$ cat src/pkg/acs_pkg.sv
// Shared constants, field layouts and types of the converter sequencer.
// Assumes an 8-bit register port and a 10-bit successive-approximation core.
package acs_pkg;

    // ********************************
    // Register offsets
    // ********************************
    localparam logic [7:0] ADDR_CTRL_FIRST  = 8'h14;
    localparam logic [7:0] ADDR_CTRL_SECOND = 8'h15;
    localparam logic [7:0] ADDR_RES_HIGH    = 8'h16;
    localparam logic [7:0] ADDR_RES_LOW     = 8'h17;
    localparam logic [7:0] ADDR_IRQ_STATUS  = 8'h18;
    localparam logic [7:0] ADDR_IRQ_CLEAR   = 8'h19;
    localparam logic [7:0] ADDR_IRQ_ENABLE  = 8'h1a;
    localparam logic [7:0] REG_RESET        = 8'h00;

    // ********************************
    // Conversion clock selection
    // ********************************
    localparam logic [1:0] CLK_DIV8  = 2'h0;
    localparam logic [1:0] CLK_DIV32 = 2'h1;
    localparam logic [1:0] CLK_DIV64 = 2'h2;
    localparam logic [1:0] CLK_RC    = 2'h3;
    localparam int         DIV8      = 8;
    localparam int         DIV32     = 32;
    localparam int         DIV64     = 64;

    // ********************************
    // Sequencing counts
    // ********************************
    localparam int         RES_BITS   = 10;
    localparam logic [3:0] CONV_TICKS = 4'hc;
    localparam logic [3:0] SAR_TICKS  = 4'ha;
    localparam logic [3:0] WAIT_TICKS = 4'h2;
    localparam logic [2:0] INSTR_OSC  = 3'h4;
    localparam logic [9:0] SAR_FIRST  = 10'h200;
    localparam logic [5:0] PAD_ZERO   = 6'h00;

    // ********************************
    // Interrupt status layout
    // ********************************
    localparam int IRQ_W     = 2;
    localparam int IRQ_DONE  = 0;
    localparam int IRQ_ABORT = 1;

    // ********************************
    // Pin map: one bit per input, 1 = analog
    // ********************************
    localparam logic [11:0] PORT_MAP [8] = '{
        12'hfff, 12'hf7f, 12'hf3f, 12'hf1f,
        12'hf0f, 12'h707, 12'h303, 12'h000
    };

    // ********************************
    // Types
    // ********************************
    typedef struct packed {
        logic [1:0] conv_clock_select;
        logic       result_justify;
        logic       unused;
        logic [2:0] port_analog_config;
        logic       reference_select;
    } acs_cfg_s;

    typedef struct packed {
        logic [3:0] channel;
        logic       unused_hi;
        logic       go;
        logic       unused_lo;
        logic       on;
    } acs_ctrl_s;

    typedef enum logic [2:0] {
        ST_OFF,
        ST_ACQ,
        ST_DELAY,
        ST_CONV,
        ST_WAIT
    } acs_state_e;

endpackage

$ cat src/rtl/acs_tick.sv
// Bit-time tick generator: oscillator divider or resynchronised RC clock.
// Assumes the RC clock is asynchronous to MCLK and slower than MCLK/4.
`timescale 1ns/100ps
module acs_tick (
    // Clock and reset
    input  wire logic       MCLK,
    input  wire logic       NRST,
    input  wire logic       CE,
    // Control
    input  wire logic [1:0] SEL,
    input  wire logic       RUN,
    input  wire logic       RC_CLK,
    // Tick
    output logic            TICK
);
    // ********************************
    // RC clock resynchroniser
    // ********************************
    logic [2:0] sync_q, sync_d;
    logic       level_q, level_d;
    logic [6:0] div_q, div_d;
    logic [6:0] ratio;

    always_comb begin
        sync_d  = {sync_q[1:0], RC_CLK};
        level_d = (sync_q[1] == sync_q[2]) ? sync_q[2] : level_q;
        unique case (SEL)
            acs_pkg::CLK_DIV8:  ratio = 7'(acs_pkg::DIV8);
            acs_pkg::CLK_DIV32: ratio = 7'(acs_pkg::DIV32);
            default:            ratio = 7'(acs_pkg::DIV64);
        endcase
        // Divider restarts with each run so the first bit time is whole
        if (!RUN || div_q >= ratio - 7'h01) begin
            div_d = 7'h00;
        end else begin
            div_d = div_q + 7'h01;
        end
        if (SEL == acs_pkg::CLK_RC) begin
            TICK = RUN && level_d && !level_q;
        end else begin
            TICK = RUN && (div_q == ratio - 7'h01);
        end
    end

    always_ff @(posedge MCLK or negedge NRST) begin
        if (!NRST) begin
            sync_q  <= 3'h0;
            level_q <= 1'b0;
            div_q   <= 7'h00;
        end else if (CE) begin
            sync_q  <= sync_d;
            level_q <= level_d;
            div_q   <= div_d;
        end
    end
endmodule // acs_tick

$ cat src/rtl/acs_top.sv
// Converter sequencer: configuration registers, bit-time sequencing,
// result formatting and completion interrupt.
// Assumes an external analog core: a DAC driven by DAC_CODE and a
// comparator answering on COMP_IN within the same MCLK cycle.
`timescale 1ns/100ps
module acs_top (
    // Clock, reset, enable
    input  wire logic        MCLK,
    input  wire logic        NRST,
    input  wire logic        CE,
    // Register port
    input  wire logic [7:0]  ADDR,
    input  wire logic [7:0]  WDATA,
    input  wire logic        WR,
    input  wire logic        RD,
    output logic      [7:0]  RDATA,
    // Analog core
    input  wire logic        RC_CLK,
    input  wire logic        COMP_IN,
    output logic      [9:0]  DAC_CODE,
    output logic      [3:0]  CHANNEL,
    output logic             SAMPLE_EN,
    output logic             REF_EXT,
    output logic      [11:0] ANALOG_MASK,
    // Interrupt
    output logic             IRQ
);
    // ********************************
    // Declarations
    // ********************************
    acs_pkg::acs_ctrl_s   ctrl_q, ctrl_d;
    acs_pkg::acs_cfg_s    cfg_q, cfg_d;
    logic [7:0]           res_hi_q, res_hi_d;
    logic [7:0]           res_lo_q, res_lo_d;
    logic [7:0]           rdata_q, rdata_d;
    logic [11:0]          mask_q, mask_d;
    logic [acs_pkg::IRQ_W-1:0] st_q, st_d;
    logic [acs_pkg::IRQ_W-1:0] en_q, en_d;
    logic [acs_pkg::IRQ_W-1:0] ev;
    logic                 irq_q, irq_d;
    acs_pkg::acs_state_e  state_q, state_d;
    logic [3:0]           cnt_q, cnt_d;
    logic [2:0]           dly_q, dly_d;
    logic [9:0]           sar_q, sar_d;
    logic [9:0]           trial_q, trial_d;
    logic                 tick;
    logic                 tick_run;
    logic                 wr_first, wr_second;
    logic                 done, abort;
    logic [9:0]           result;

    assign wr_first  = WR && ADDR == acs_pkg::ADDR_CTRL_FIRST;
    assign wr_second = WR && ADDR == acs_pkg::ADDR_CTRL_SECOND;

    // ********************************
    // Bit-time tick
    // ********************************
    // Divider restarts on abort so the wait is two whole bit times
    assign tick_run = (state_q == acs_pkg::ST_CONV && ctrl_q.go)
                   || state_q == acs_pkg::ST_WAIT;

    acs_tick u_tick (
        .MCLK   (MCLK),
        .NRST   (NRST),
        .CE     (CE),
        .SEL    (cfg_q.conv_clock_select),
        .RUN    (tick_run),
        .RC_CLK (RC_CLK),
        .TICK   (tick)
    );

    // ********************************
    // Sequencer
    // ********************************
    always_comb begin
        state_d = state_q;
        cnt_d   = cnt_q;
        dly_d   = dly_q;
        sar_d   = sar_q;
        trial_d = trial_q;
        done    = 1'b0;
        abort   = 1'b0;
        result  = sar_q;
        unique case (state_q)
            acs_pkg::ST_OFF: begin
                if (ctrl_q.on) begin
                    state_d = acs_pkg::ST_ACQ;
                end
            end
            acs_pkg::ST_ACQ: begin
                // Acquisition time is the caller's job; go starts at once
                if (ctrl_q.go) begin
                    cnt_d   = 4'h0;
                    dly_d   = 3'h0;
                    sar_d   = acs_pkg::SAR_FIRST;
                    trial_d = acs_pkg::SAR_FIRST;
                    if (cfg_q.conv_clock_select == acs_pkg::CLK_RC) begin
                        state_d = acs_pkg::ST_DELAY;
                    end else begin
                        state_d = acs_pkg::ST_CONV;
                    end
                end
            end
            acs_pkg::ST_DELAY: begin
                // Lets a sleep instruction land before the first bit time
                if (!ctrl_q.go) begin
                    abort   = 1'b1;
                    cnt_d   = 4'h0;
                    state_d = acs_pkg::ST_WAIT;
                end else if (dly_q == acs_pkg::INSTR_OSC - 3'h1) begin
                    state_d = acs_pkg::ST_CONV;
                end else begin
                    dly_d = dly_q + 3'h1;
                end
            end
            acs_pkg::ST_CONV: begin
                if (!ctrl_q.go) begin
                    // Partial code is dropped, result pair untouched
                    abort   = 1'b1;
                    cnt_d   = 4'h0;
                    state_d = acs_pkg::ST_WAIT;
                end else if (tick) begin
                    if (cnt_q < acs_pkg::SAR_TICKS) begin
                        if (!COMP_IN) begin
                            sar_d = sar_q & ~trial_q;
                        end
                        trial_d = trial_q >> 1;
                        sar_d   = sar_d | (trial_q >> 1);
                    end
                    if (cnt_q == acs_pkg::CONV_TICKS - 4'h1) begin
                        done    = 1'b1;
                        cnt_d   = 4'h0;
                        state_d = acs_pkg::ST_WAIT;
                    end else begin
                        cnt_d = cnt_q + 4'h1;
                    end
                end
            end
            acs_pkg::ST_WAIT: begin
                if (tick) begin
                    if (cnt_q == acs_pkg::WAIT_TICKS - 4'h1) begin
                        state_d = acs_pkg::ST_ACQ;
                    end else begin
                        cnt_d = cnt_q + 4'h1;
                    end
                end
            end
            default: begin
                state_d = acs_pkg::ST_OFF;
            end
        endcase
        if (!ctrl_q.on) begin
            state_d = acs_pkg::ST_OFF;
        end
    end

    always_ff @(posedge MCLK or negedge NRST) begin
        if (!NRST) begin
            state_q <= acs_pkg::ST_OFF;
            cnt_q   <= 4'h0;
            dly_q   <= 3'h0;
            sar_q   <= 10'h000;
            trial_q <= 10'h000;
        end else if (CE) begin
            state_q <= state_d;
            cnt_q   <= cnt_d;
            dly_q   <= dly_d;
            sar_q   <= sar_d;
            trial_q <= trial_d;
        end
    end

    // ********************************
    // Control and result registers
    // ********************************
    always_comb begin
        ctrl_d = ctrl_q;
        cfg_d  = cfg_q;
        res_hi_d = res_hi_q;
        res_lo_d = res_lo_q;
        if (wr_first) begin
            ctrl_d    = acs_pkg::acs_ctrl_s'(WDATA);
            ctrl_d.unused_hi = 1'b0;
            ctrl_d.unused_lo = 1'b0;
            // Go is ignored in the write that turns the module on
            ctrl_d.go = WDATA[2] && ctrl_q.on && ctrl_d.on;
        end
        if (wr_second) begin
            cfg_d        = acs_pkg::acs_cfg_s'(WDATA);
            cfg_d.unused = 1'b0;
        end
        if (WR && ADDR == acs_pkg::ADDR_RES_HIGH) begin
            res_hi_d = WDATA;
        end
        if (WR && ADDR == acs_pkg::ADDR_RES_LOW) begin
            res_lo_d = WDATA;
        end
        if (done) begin
            ctrl_d.go = 1'b0;
            if (cfg_q.result_justify) begin
                res_hi_d = {acs_pkg::PAD_ZERO, result[9:8]};
                res_lo_d = result[7:0];
            end else begin
                res_hi_d = result[9:2];
                res_lo_d = {result[1:0], acs_pkg::PAD_ZERO};
            end
        end
        if (!ctrl_d.on) begin
            ctrl_d.go = 1'b0;
        end
        mask_d = acs_pkg::PORT_MAP[cfg_d.port_analog_config];
    end

    always_ff @(posedge MCLK or negedge NRST) begin
        if (!NRST) begin
            ctrl_q   <= acs_pkg::acs_ctrl_s'(acs_pkg::REG_RESET);
            cfg_q    <= acs_pkg::acs_cfg_s'(acs_pkg::REG_RESET);
            res_hi_q <= acs_pkg::REG_RESET;
            res_lo_q <= acs_pkg::REG_RESET;
            mask_q   <= acs_pkg::PORT_MAP[0];
        end else if (CE) begin
            ctrl_q   <= ctrl_d;
            cfg_q    <= cfg_d;
            res_hi_q <= res_hi_d;
            res_lo_q <= res_lo_d;
            mask_q   <= mask_d;
        end
    end

    // ********************************
    // Interrupt status
    // ********************************
    assign ev = {abort, done};

    always_comb begin
        st_d = st_q;
        en_d = en_q;
        if (WR && ADDR == acs_pkg::ADDR_IRQ_CLEAR) begin
            st_d = st_q & ~WDATA[acs_pkg::IRQ_W-1:0];
        end
        // A new event beats a clear in the same cycle
        st_d = st_d | ev;
        if (WR && ADDR == acs_pkg::ADDR_IRQ_ENABLE) begin
            en_d = WDATA[acs_pkg::IRQ_W-1:0];
        end
        irq_d = |(st_d & en_d);
    end

    always_ff @(posedge MCLK or negedge NRST) begin
        if (!NRST) begin
            st_q  <= '0;
            en_q  <= '0;
            irq_q <= 1'b0;
        end else if (CE) begin
            st_q  <= st_d;
            en_q  <= en_d;
            irq_q <= irq_d;
        end
    end

    // ********************************
    // Read port
    // ********************************
    always_comb begin
        rdata_d = acs_pkg::REG_RESET;
        if (RD) begin
            unique case (ADDR)
                acs_pkg::ADDR_CTRL_FIRST:  rdata_d = ctrl_q;
                acs_pkg::ADDR_CTRL_SECOND: rdata_d = cfg_q;
                acs_pkg::ADDR_RES_HIGH:    rdata_d = res_hi_q;
                acs_pkg::ADDR_RES_LOW:     rdata_d = res_lo_q;
                acs_pkg::ADDR_IRQ_STATUS: begin
                    rdata_d = 8'(st_q);
                end
                acs_pkg::ADDR_IRQ_ENABLE: begin
                    rdata_d = 8'(en_q);
                end
                default:                   rdata_d = acs_pkg::REG_RESET;
            endcase
        end
    end

    always_ff @(posedge MCLK or negedge NRST) begin
        if (!NRST) begin
            rdata_q <= acs_pkg::REG_RESET;
        end else if (CE) begin
            rdata_q <= rdata_d;
        end
    end

    // ********************************
    // Outputs
    // ********************************
    // No discharge path exists: the hold capacitor keeps its charge
    // and is only reconnected when acquisition restarts.
    assign SAMPLE_EN   = state_q == acs_pkg::ST_ACQ;
    assign DAC_CODE    = sar_q;
    assign CHANNEL     = ctrl_q.channel;
    assign REF_EXT     = cfg_q.reference_select;
    assign ANALOG_MASK = mask_q;
    assign RDATA       = rdata_q;
    assign IRQ         = irq_q;
endmodule // acs_top

$ cat config.mk
export PLATFORM = sky130hd
export DESIGN_NAME = acs_top
export DESIGN_NICKNAME = d
export VERILOG_FILES = /design/src/pkg/acs_pkg.sv /design/src/rtl/acs_tick.sv /design/src/rtl/acs_top.sv
export SDC_FILE = /design/constraint.sdc
export NUM_CORES = 1
export LEC_CHECK = 0
export BUFFER_PORTS_ARGS = -buffer_cell sky130_fd_sc_hd__clkbuf_2
export CORE_UTILIZATION = 35
export CTS_CLUSTER_SIZE = 20
export DETAILED_ROUTE_END_ITERATION = 10
export PLACE_DENSITY = 0.61
export SYNTH_ARGS = -nofsm -noshare
export SYNTH_HDL_FRONTEND = slang
export SYNTH_HIERARCHICAL = 1
export SYNTH_SLANG_ARGS = --single-unit
$ cat constraint.sdc
create_clock -name MCLK -period 6.89 [get_ports MCLK]
set_clock_uncertainty 0.2 [all_clocks]
set_input_delay 1.0335 -clock MCLK [delete_from_list [all_inputs] [get_ports MCLK]]
set_output_delay 1.0335 -clock MCLK [all_outputs]
set_load 0.03 [all_outputs]
# ---- After elaboration in Yosys (flattened, before gate mapping)
# Memory sizes are Yosys's and may differ from the RTL's. A register that Yosys moved wholly into a read port is not among the register bits.
# Index checks and enable logic that the tools add are counted.
dict set report word_totals {
  in_bits 23
  reg_bits 83
  out_inout_bits 37
  n_memories 1
  mem_bits_ro 96
  wordCells 167
}
dict set report op_classes {
  addsub 4
  n_reduce_logical 35
  bitwise 8
  magnitude_cmp 2
  muxes 61
  eq_ne 35
}
# name depth word_bits read_ports rd_clocked_by_memory_dff write_ports line_no
set mem_list {}
lappend mem_list {{(name not given)} 8 12 1 1 0 acs_top.sv:211} ;# mask_d = acs_pkg::PORT_MAP[cfg_d.port_analog_config];
# op count
set op_table {}
lappend op_table {{$mux W10} 12}
lappend op_table {{$eq A8 B5 Y1 const B} 7}
lappend op_table {{$mux W8} 7}
lappend op_table {{$pmux W8 S6} 1}
lappend op_table {{$pmux W10 S2} 2}
lappend op_table {{$mux W3} 13}
lappend op_table {{$mux W4} 8}
lappend op_table {{$pmux W4 S4} 1}
lappend op_table {{$pmux W3 S5} 1}
lappend op_table {{$ne A2 B2 Y1 const B} 7}
lappend op_table {{$pmux W7 S2} 1}
lappend op_table {{$reduce_and A7 Y1} 2}
lappend op_table {{$logic_and A1 B1 Y1} 12}
lappend op_table {{$mux W1} 11}
lappend op_table {{$and A10 B10 Y10} 1}
lappend op_table {{$not A10 Y10} 1}
lappend op_table {{$or A10 B9 Y10} 1}
lappend op_table {{$reduce_and A2 Y1} 5}
lappend op_table {{$eq A3 B2 Y1 const B} 3}
lappend op_table {{$ne A4 B4 Y1 const B} 2}
lappend op_table {{$reduce_bool A2 Y1} 4}
lappend op_table {{$add A7 B1 Y7 const B} 1}
lappend op_table {{$eq A7 B7 Y1} 1}
lappend op_table {{$ge A7 B7 Y1} 1}
lappend op_table {{other kinds (31)} 40}

# ---- Logic depth before layout (Yosys ltp)
dict set report logic_depth {
  ltp_word 14
  depth_mapped 14
  depth_no_buf 12
}

# ---- Modules after synthesis
# The synthesis kept the hierarchy.
# mod area_per_inst_um2 n_inst cells_each
set modules_own_cells {}
lappend modules_own_cells {acs_top 4352.9 1 412}
lappend modules_own_cells {acs_tick 705.7 1 75}

# ---- Worst setup path before layout
# OpenSTA, ideal clock, no wires.
dict set report synth_timing {
  path_type {register to register}
  startpoint {reg cfg_q[6] (netlist bit)}
  endpoint {reg trial_q[3]}
  required_ns 6.565
  path_slack_ns 3.438
  stages_incl_launch_ff 13
  arrival_ns 3.128
  path_cell_list {dfrtp_1 -> or2_1 -> ha_1 -> xnor2_1 -> ha_1 -> nand4_1 -> a221oi_1 -> nor2_1 -> nor2_1 -> nand2_1 -> o31ai_2 -> nand3_1 -> mux2_2}
}
dict set report synth_between {
  elab_chain_len 8
  word_cells_on_any_way 10
  cone_classes {add/sub (1); eq/ne (4); mux (2); reduce/logical (3)}
}
# item line_no
set synth_lines {}
lappend synth_lines {{start: declaration} acs_top.sv:32} ;# acs_pkg::acs_cfg_s cfg_q, cfg_d;
lappend synth_lines {{start signal: assignment} acs_top.sv:217} ;# cfg_q <= acs_pkg::acs_cfg_s'(acs_pkg::REG_RESET);
lappend synth_lines {{start signal: assignment} acs_top.sv:223} ;# cfg_q <= cfg_d;
lappend synth_lines {{$eq A2 B1 Y1 / $logic_not A2 Y1 (equally long branches)} acs_tick.sv:27} ;# unique case (SEL)
lappend synth_lines {{$pmux W7 S2} acs_tick.sv:27}
lappend synth_lines {{$sub A7 B1 Y7} acs_tick.sv:41} ;# TICK = RUN && (div_q == ratio - 7'h01);
lappend synth_lines {{$eq A7 B7 Y1} acs_tick.sv:41}
lappend synth_lines {{$logic_and A1 B1 Y1} acs_tick.sv:41}
lappend synth_lines {{$mux W1 *} acs_tick.sv:38} ;# if (SEL == acs_pkg::CLK_RC) begin
lappend synth_lines {{net tick} acs_top.sv:46} ;# logic tick;
lappend synth_lines {{$ne A2 B2 Y1 (no line) *} -}
lappend synth_lines {{$reduce_and A6 Y1 (no line) *} -}
lappend synth_lines {{end signal: assignment} acs_top.sv:169} ;# trial_q <= trial_d;
lappend synth_lines {{end: declaration} acs_top.sv:45} ;# logic [9:0] trial_q, trial_d;
# Mark *: on every way through the listed nets, which the timed path passes. The rest lies on a longest branch.
# A chain may end at the register's enable or synchronous reset.

# ---- Worst setup path in the final report
dict set report layout_timing {
  startpoint {reg cfg_q[6] (netlist bit)}
  endpoint {reg trial_q[7]}
}
# Same word-level chain as after synthesis.

==> report_table.html <==
<table>
<tr><th>Metric</th><th>Value</th></tr>
<tr><th colspan="2">Floorplan</th></tr>
<tr><td>Die area</td><td>14900 sq um</td></tr>
<tr><td>Horizontal die dimension</td><td>between 100 and 150 microns</td></tr>
<tr><td>I/O pin count</td><td>60</td></tr>
<tr><td>Area inside the core boundary</td><td>between 10000 and 15000 sq um</td></tr>
<tr><td>Initial Util</td><td>about 36%</td></tr>
<tr><td>Placement row count</td><td>43</td></tr>
<tr><td>Die Y</td><td>~120 microns</td></tr>
<tr><th colspan="2">Outcome</th></tr>
<tr><td>Outcome</td><td>finished, final reports clean</td></tr>
<tr><th colspan="2">Placed design</th></tr>
<tr><td>GPL Wtd Cong</td><td>approximately 0.9</td></tr>
<tr><td>Cells after DPL</td><td>693</td></tr>
<tr><td>Port bufs</td><td>59</td></tr>
<tr><td>Detailed Place HPWL</td><td>9200 microns</td></tr>
<tr><th colspan="2">Global route</th></tr>
<tr><td>Global-route wire length before repair</td><td>~21000 microns</td></tr>
<tr><td>Initial antenna violation count</td><td>0</td></tr>
<tr><td>Met1 Track Usage GR</td><td>around 26%</td></tr>
<tr><td>Met2 Use GR</td><td>around 28%</td></tr>
<tr><td>Peak-usage layer in the global routing report</td><td>met2</td></tr>
<tr><td>Fraction of met3 tracks used by global routing</td><td>around 3.6%</td></tr>
<tr><td>Largest net degree at the start of global routing</td><td>62</td></tr>
<tr><td>Total routing resource utilization after global routing</td><td>around 18%</td></tr>
<tr><td>Number of global-route vias before repair</td><td>roughly 3900</td></tr>
<tr><td>Global route overflow</td><td>0</td></tr>
<tr><th colspan="2">Critical path</th></tr>
<tr><td>Critical path fanouts, max</td><td>10</td></tr>
<tr><td>Crit start category</td><td>flop</td></tr>
<tr><td>Required time worst endpoint</td><td>around 6.9 ns</td></tr>
<tr><td>Data arrival time of the critical path</td><td>4.14 ns</td></tr>
<tr><td>Destination of the worst register-to-register timing path</td><td>trial_q[7]</td></tr>
<tr><td>Number of cells on the worst reg-to-reg path</td><td>12</td></tr>
<tr><td>Setup slack, reg-to-reg</td><td>2.78 ns</td></tr>
<tr><td>Critical path class</td><td>reg -&gt; reg</td></tr>
<tr><td>Nature of the critical path endpoint</td><td>flop</td></tr>
<tr><td>Endpoint of the most critical setup path</td><td>trial_q[7]</td></tr>
<tr><td>Launch instance of the worst register-to-register path</td><td>cfg_q[6]</td></tr>
<tr><td>Worst setup startpoint</td><td>cfg_q[6]</td></tr>
<tr><th colspan="2">Detailed routing</th></tr>
<tr><td>Remaining design rule violation count</td><td>0</td></tr>
<tr><td>Vias per inst</td><td>5.73</td></tr>
<tr><td>Mean routed wirelength per cell</td><td>18.0 microns</td></tr>
<tr><td>Drt total wl</td><td>12800 microns</td></tr>
<tr><td>Total number of vias</td><td>4065</td></tr>
<tr><td>Drt initial violations</td><td>244</td></tr>
<tr><td>Number of iterations in the first detailed-routing pass</td><td>5</td></tr>
<tr><td>Post-detailed-route count of antenna-violating nets</td><td>0</td></tr>
<tr><th colspan="2">Timing</th></tr>
<tr><td>Max-Slew Margin vs Limit</td><td>approximately 41%</td></tr>
<tr><td>TNS Setup</td><td>0 ns</td></tr>
<tr><td>Fmax achieved</td><td>between 200 and 250 MHz</td></tr>
<tr><td>Transition time at the pin with the least slew margin</td><td>0.883 ns</td></tr>
<tr><td>Hold Vio Cnt, Final</td><td>0</td></tr>
<tr><td>Final clock period utilization by the worst path</td><td>between 50% and 60%</td></tr>
<tr><td>Min cycle time layout</td><td>a little over 4 ns</td></tr>
<tr><td>Number of endpoints failing setup at the final stage</td><td>0</td></tr>
<tr><td>Setup repair after global routing missed its margin</td><td>no</td></tr>
<tr><td>Max-slew violations</td><td>0</td></tr>
<tr><th colspan="2">Power</th></tr>
<tr><td>Worst IR Drop VDD</td><td>~0.14 mV</td></tr>
<tr><td>Ratio of total power to cell area</td><td>between 200 and 250 nW/um^2</td></tr>
<tr><td>Total leakage power</td><td>around 0.0025 uW</td></tr>
<tr><th colspan="2">Cells and area</th></tr>
<tr><td>Share of cells above drive strength 1</td><td>about 26%</td></tr>
<tr><td>Core Util, Final</td><td>between 40 and 50%</td></tr>
<tr><td>Syn-to-layout area delta</td><td>14.3%</td></tr>
<tr><td>Total of fill cells in the finished design</td><td>1359</td></tr>
<tr><td>Number of nets in the layout</td><td>around 560</td></tr>
<tr><td>Final Non-Filler Cells</td><td>between 700 and 800</td></tr>
<tr><td>Ant. Diodes</td><td>0</td></tr>
<tr><th colspan="2">CTS</th></tr>
<tr><td>Clock insertion delay at the later pin of the skew report</td><td>approximately 0.34 ns</td></tr>
<tr><td>CTS H-tree lvls</td><td>3</td></tr>
<tr><td>Clock Tree Buf Depth</td><td>2</td></tr>
<tr><td>Setup bufs post-CTS</td><td>0</td></tr>
<tr><td>CTS clock-pin slew for the worst setup and hold paths</td><td>around 0.060 ns</td></tr>
<tr><td>Total CTS buffers</td><td>9</td></tr>
<tr><td>TritonCTS clock tree</td><td>done</td></tr>
<tr><td>Number of hold-repair buffers added at the cts stage</td><td>0</td></tr>
<tr><td>Root Buffer Master</td><td>sky130_fd_sc_hd__clkbuf_16</td></tr>
<tr><td>Total of cells resized after clock tree synthesis</td><td>0</td></tr>
<tr><td>Number of sinks on the clock net</td><td>90</td></tr>
<tr><th colspan="2">Yosys</th></tr>
<tr><td>Prevailing post-synth register cell</td><td>sky130_fd_sc_hd__dfrtp_1</td></tr>
<tr><td>Number of distinct library cells after synthesis</td><td>roughly 70</td></tr>
<tr><td>Part of the Yosys area used for sequential elements</td><td>between 40 and 50%</td></tr>
<tr><td>Total number of yosys warnings</td><td>6</td></tr>
<tr><td>Number of enable flip-flop cells after synthesis</td><td>0</td></tr>
<tr><td>Cell count after synthesis</td><td>487</td></tr>
<tr><td>Syn avg cell area</td><td>10.4 sq um</td></tr>
<tr><td>Proportion of register bits with asynchronous set or reset after synthesis</td><td>100%</td></tr>
<tr><td>#FFs+latches synth</td><td>90</td></tr>
<tr><td>Total nets after synthesis</td><td>just over 500</td></tr>
<tr><td>Area of the mapped netlist</td><td>5060 sq um</td></tr>
<tr><th colspan="2">Run</th></tr>
<tr><td>Number of max-cap violations</td><td>0</td></tr>
<tr><th colspan="2">Min path</th></tr>
<tr><td>Worst Hold Class</td><td>reg -&gt; reg</td></tr>
</table>
==> synth_stat cells (all sizes together) (3+ instances only) <==
master,number,area share [%]
or3,3,0.37
a32o,8,1.6
a22o,20,3.5
nand2b,11,1.4
a31oi,5,0.62
a32oi,4,0.69
nand4,13,1.6
a211o,3,0.52
mux2i,11,2.2
and2,3,0.37
dfstp,7,3.6
nand3,14,1.4
nand2,41,3.0
mux2,39,8.7
o2bb2ai,5,0.87
nor3,13,1.3
mux4,5,2.2
o31ai,3,0.54
dfrtp,83,41
ha,9,2.2
o21ai,28,2.8
xnor2,3,0.52
nor2,19,1.5
buf,14,1.9
o211ai,8,1.2
and3,5,0.62
o22ai,3,0.37
nor3b,4,0.59
inv,23,1.7
a21oi,10,1.2
nor2b,7,0.87
clkbuf,21,1.6
==> per-layer routing <==
layer  wire (microns)  up-vias
met4               86        0
met5                0        -
met3              669        7
li1                 -     1896
met1             6100     2044
met2             5910      118
==> kinds of logic after synthesis <==
group           after synthesis  share of synthesized area, %
compound gates              119                          17.7
mux                          55                          13.1
flops                        90                          44.7
xor+xnor                      3                         0.520
simple gates                153                          16.6
buf+inv                      58                          5.17
fa+ha+maj                     9                          2.23
==> power by group <==
group / switching (uW) / internal (uW) / leakage [uW]
Combinational: 62.9 / 35.1 / 0.00113
Clock: 206 / 392 / 0.000174
Sequential: 15.1 / 546 / 0.00120
==> placed cells by master (no fill, tap or decap), types with 7 or more instances in the layout <==
cell type / instances
sky130_fd_sc_hd__nor2_1: 18
sky130_fd_sc_hd__mux2i_1: 11
sky130_fd_sc_hd__mux2_2: 37
sky130_fd_sc_hd__o211ai_1: 8
sky130_fd_sc_hd__nand4_1: 13
sky130_fd_sc_hd__nand3_1: 14
sky130_fd_sc_hd__dfrtp_1: 83
sky130_fd_sc_hd__ha_1: 9
sky130_fd_sc_hd__nand2_1: 41
sky130_fd_sc_hd__o21ai_0: 25
sky130_fd_sc_hd__inv_1: 23
sky130_fd_sc_hd__a32o_1: 8
sky130_fd_sc_hd__nand2b_1: 11
sky130_fd_sc_hd__a22o_1: 20
sky130_fd_sc_hd__a21oi_1: 9
sky130_fd_sc_hd__clkbuf_16: 9
sky130_fd_sc_hd__nor2b_1: 7
sky130_fd_sc_hd__clkbuf_2: 58
sky130_fd_sc_hd__dfstp_2: 7
sky130_fd_sc_hd__nor3_1: 13
==> worst min-delay path by stage <==
stage / from / endpoint / slack [ns] / depth (start not counted)
2_1_floorplan: dly_q[2] / dly_q[2] / 0.24 / 2
3_3_place_gp: dly_q[2] / dly_q[2] / 0.25 / 2
3_5_place_dp: trial_q[0] / trial_q[0] / 0.27 / 1
4_1_cts: dly_q[1] / dly_q[1] / 0.29 / 2
5_1_grt: trial_q[0] / trial_q[0] / 0.31 / 1
6_report: dly_q[1] / dly_q[1] / 0.29 / 2
==> registers in the layout (all words and copies together), names as in the netlist, 2 cells and up <==
| register | cells |
|---|---|
| ANALOG_MASK | 7 |
| CHANNEL | 4 |
| DAC_CODE | 10 |
| RDATA | 8 |
| cfg_q | 6 |
| cnt_q | 4 |
| ctrl_q | 2 |
| dly_q | 3 |
| en_q | 2 |
| res_hi_q | 8 |
| res_lo_q | 8 |
| st_q | 2 |
| state_q | 3 |
| trial_q | 10 |
| u_tick/div_q | 7 |
| u_tick/sync_q | 3 |
==> area by class of cell <==
type                       count  area (sq um)  area share, %
timing repair buffer          61           313           5.41
multi-input combinational    339          2540           43.9
sequential                    90          2260           39.1
inverter                      23          86.3           1.49
tap                          180           225           3.89
clock buffer                  11           233           4.02
clock inverter                 5           129           2.23
==> metrics by stage <==
stage	power, uW	worst slack, ns	cell area [sq um]	hold WS (ns)
finish	1260	2.78	5780	0.289
global route	1300	2.47	5780	0.309
CTS	1270	2.84	5780	0.293
detailed placement	669	2.84	5420	0.275
global placement	667	3.02	5420	0.255
floorplan	629	3.44	5060	0.243
==> critical path, cell delays in order, from the launching register on <==
cell	delay, ns
sky130_fd_sc_hd__dfrtp_1	0.47
sky130_fd_sc_hd__or2_1	0.32
sky130_fd_sc_hd__ha_1	0.23
sky130_fd_sc_hd__xnor2_1	0.13
sky130_fd_sc_hd__ha_1	0.35
sky130_fd_sc_hd__nand4_1	0.11
sky130_fd_sc_hd__a221oi_1	0.22
sky130_fd_sc_hd__nor2_1	0.07
sky130_fd_sc_hd__nor2_1	0.27
sky130_fd_sc_hd__nand2_1	0.14
sky130_fd_sc_hd__o31ai_2	0.60
sky130_fd_sc_hd__nand3_1	0.46
sky130_fd_sc_hd__mux2_2	0.42
No activity file was read; power rests on OpenSTA's default activity.
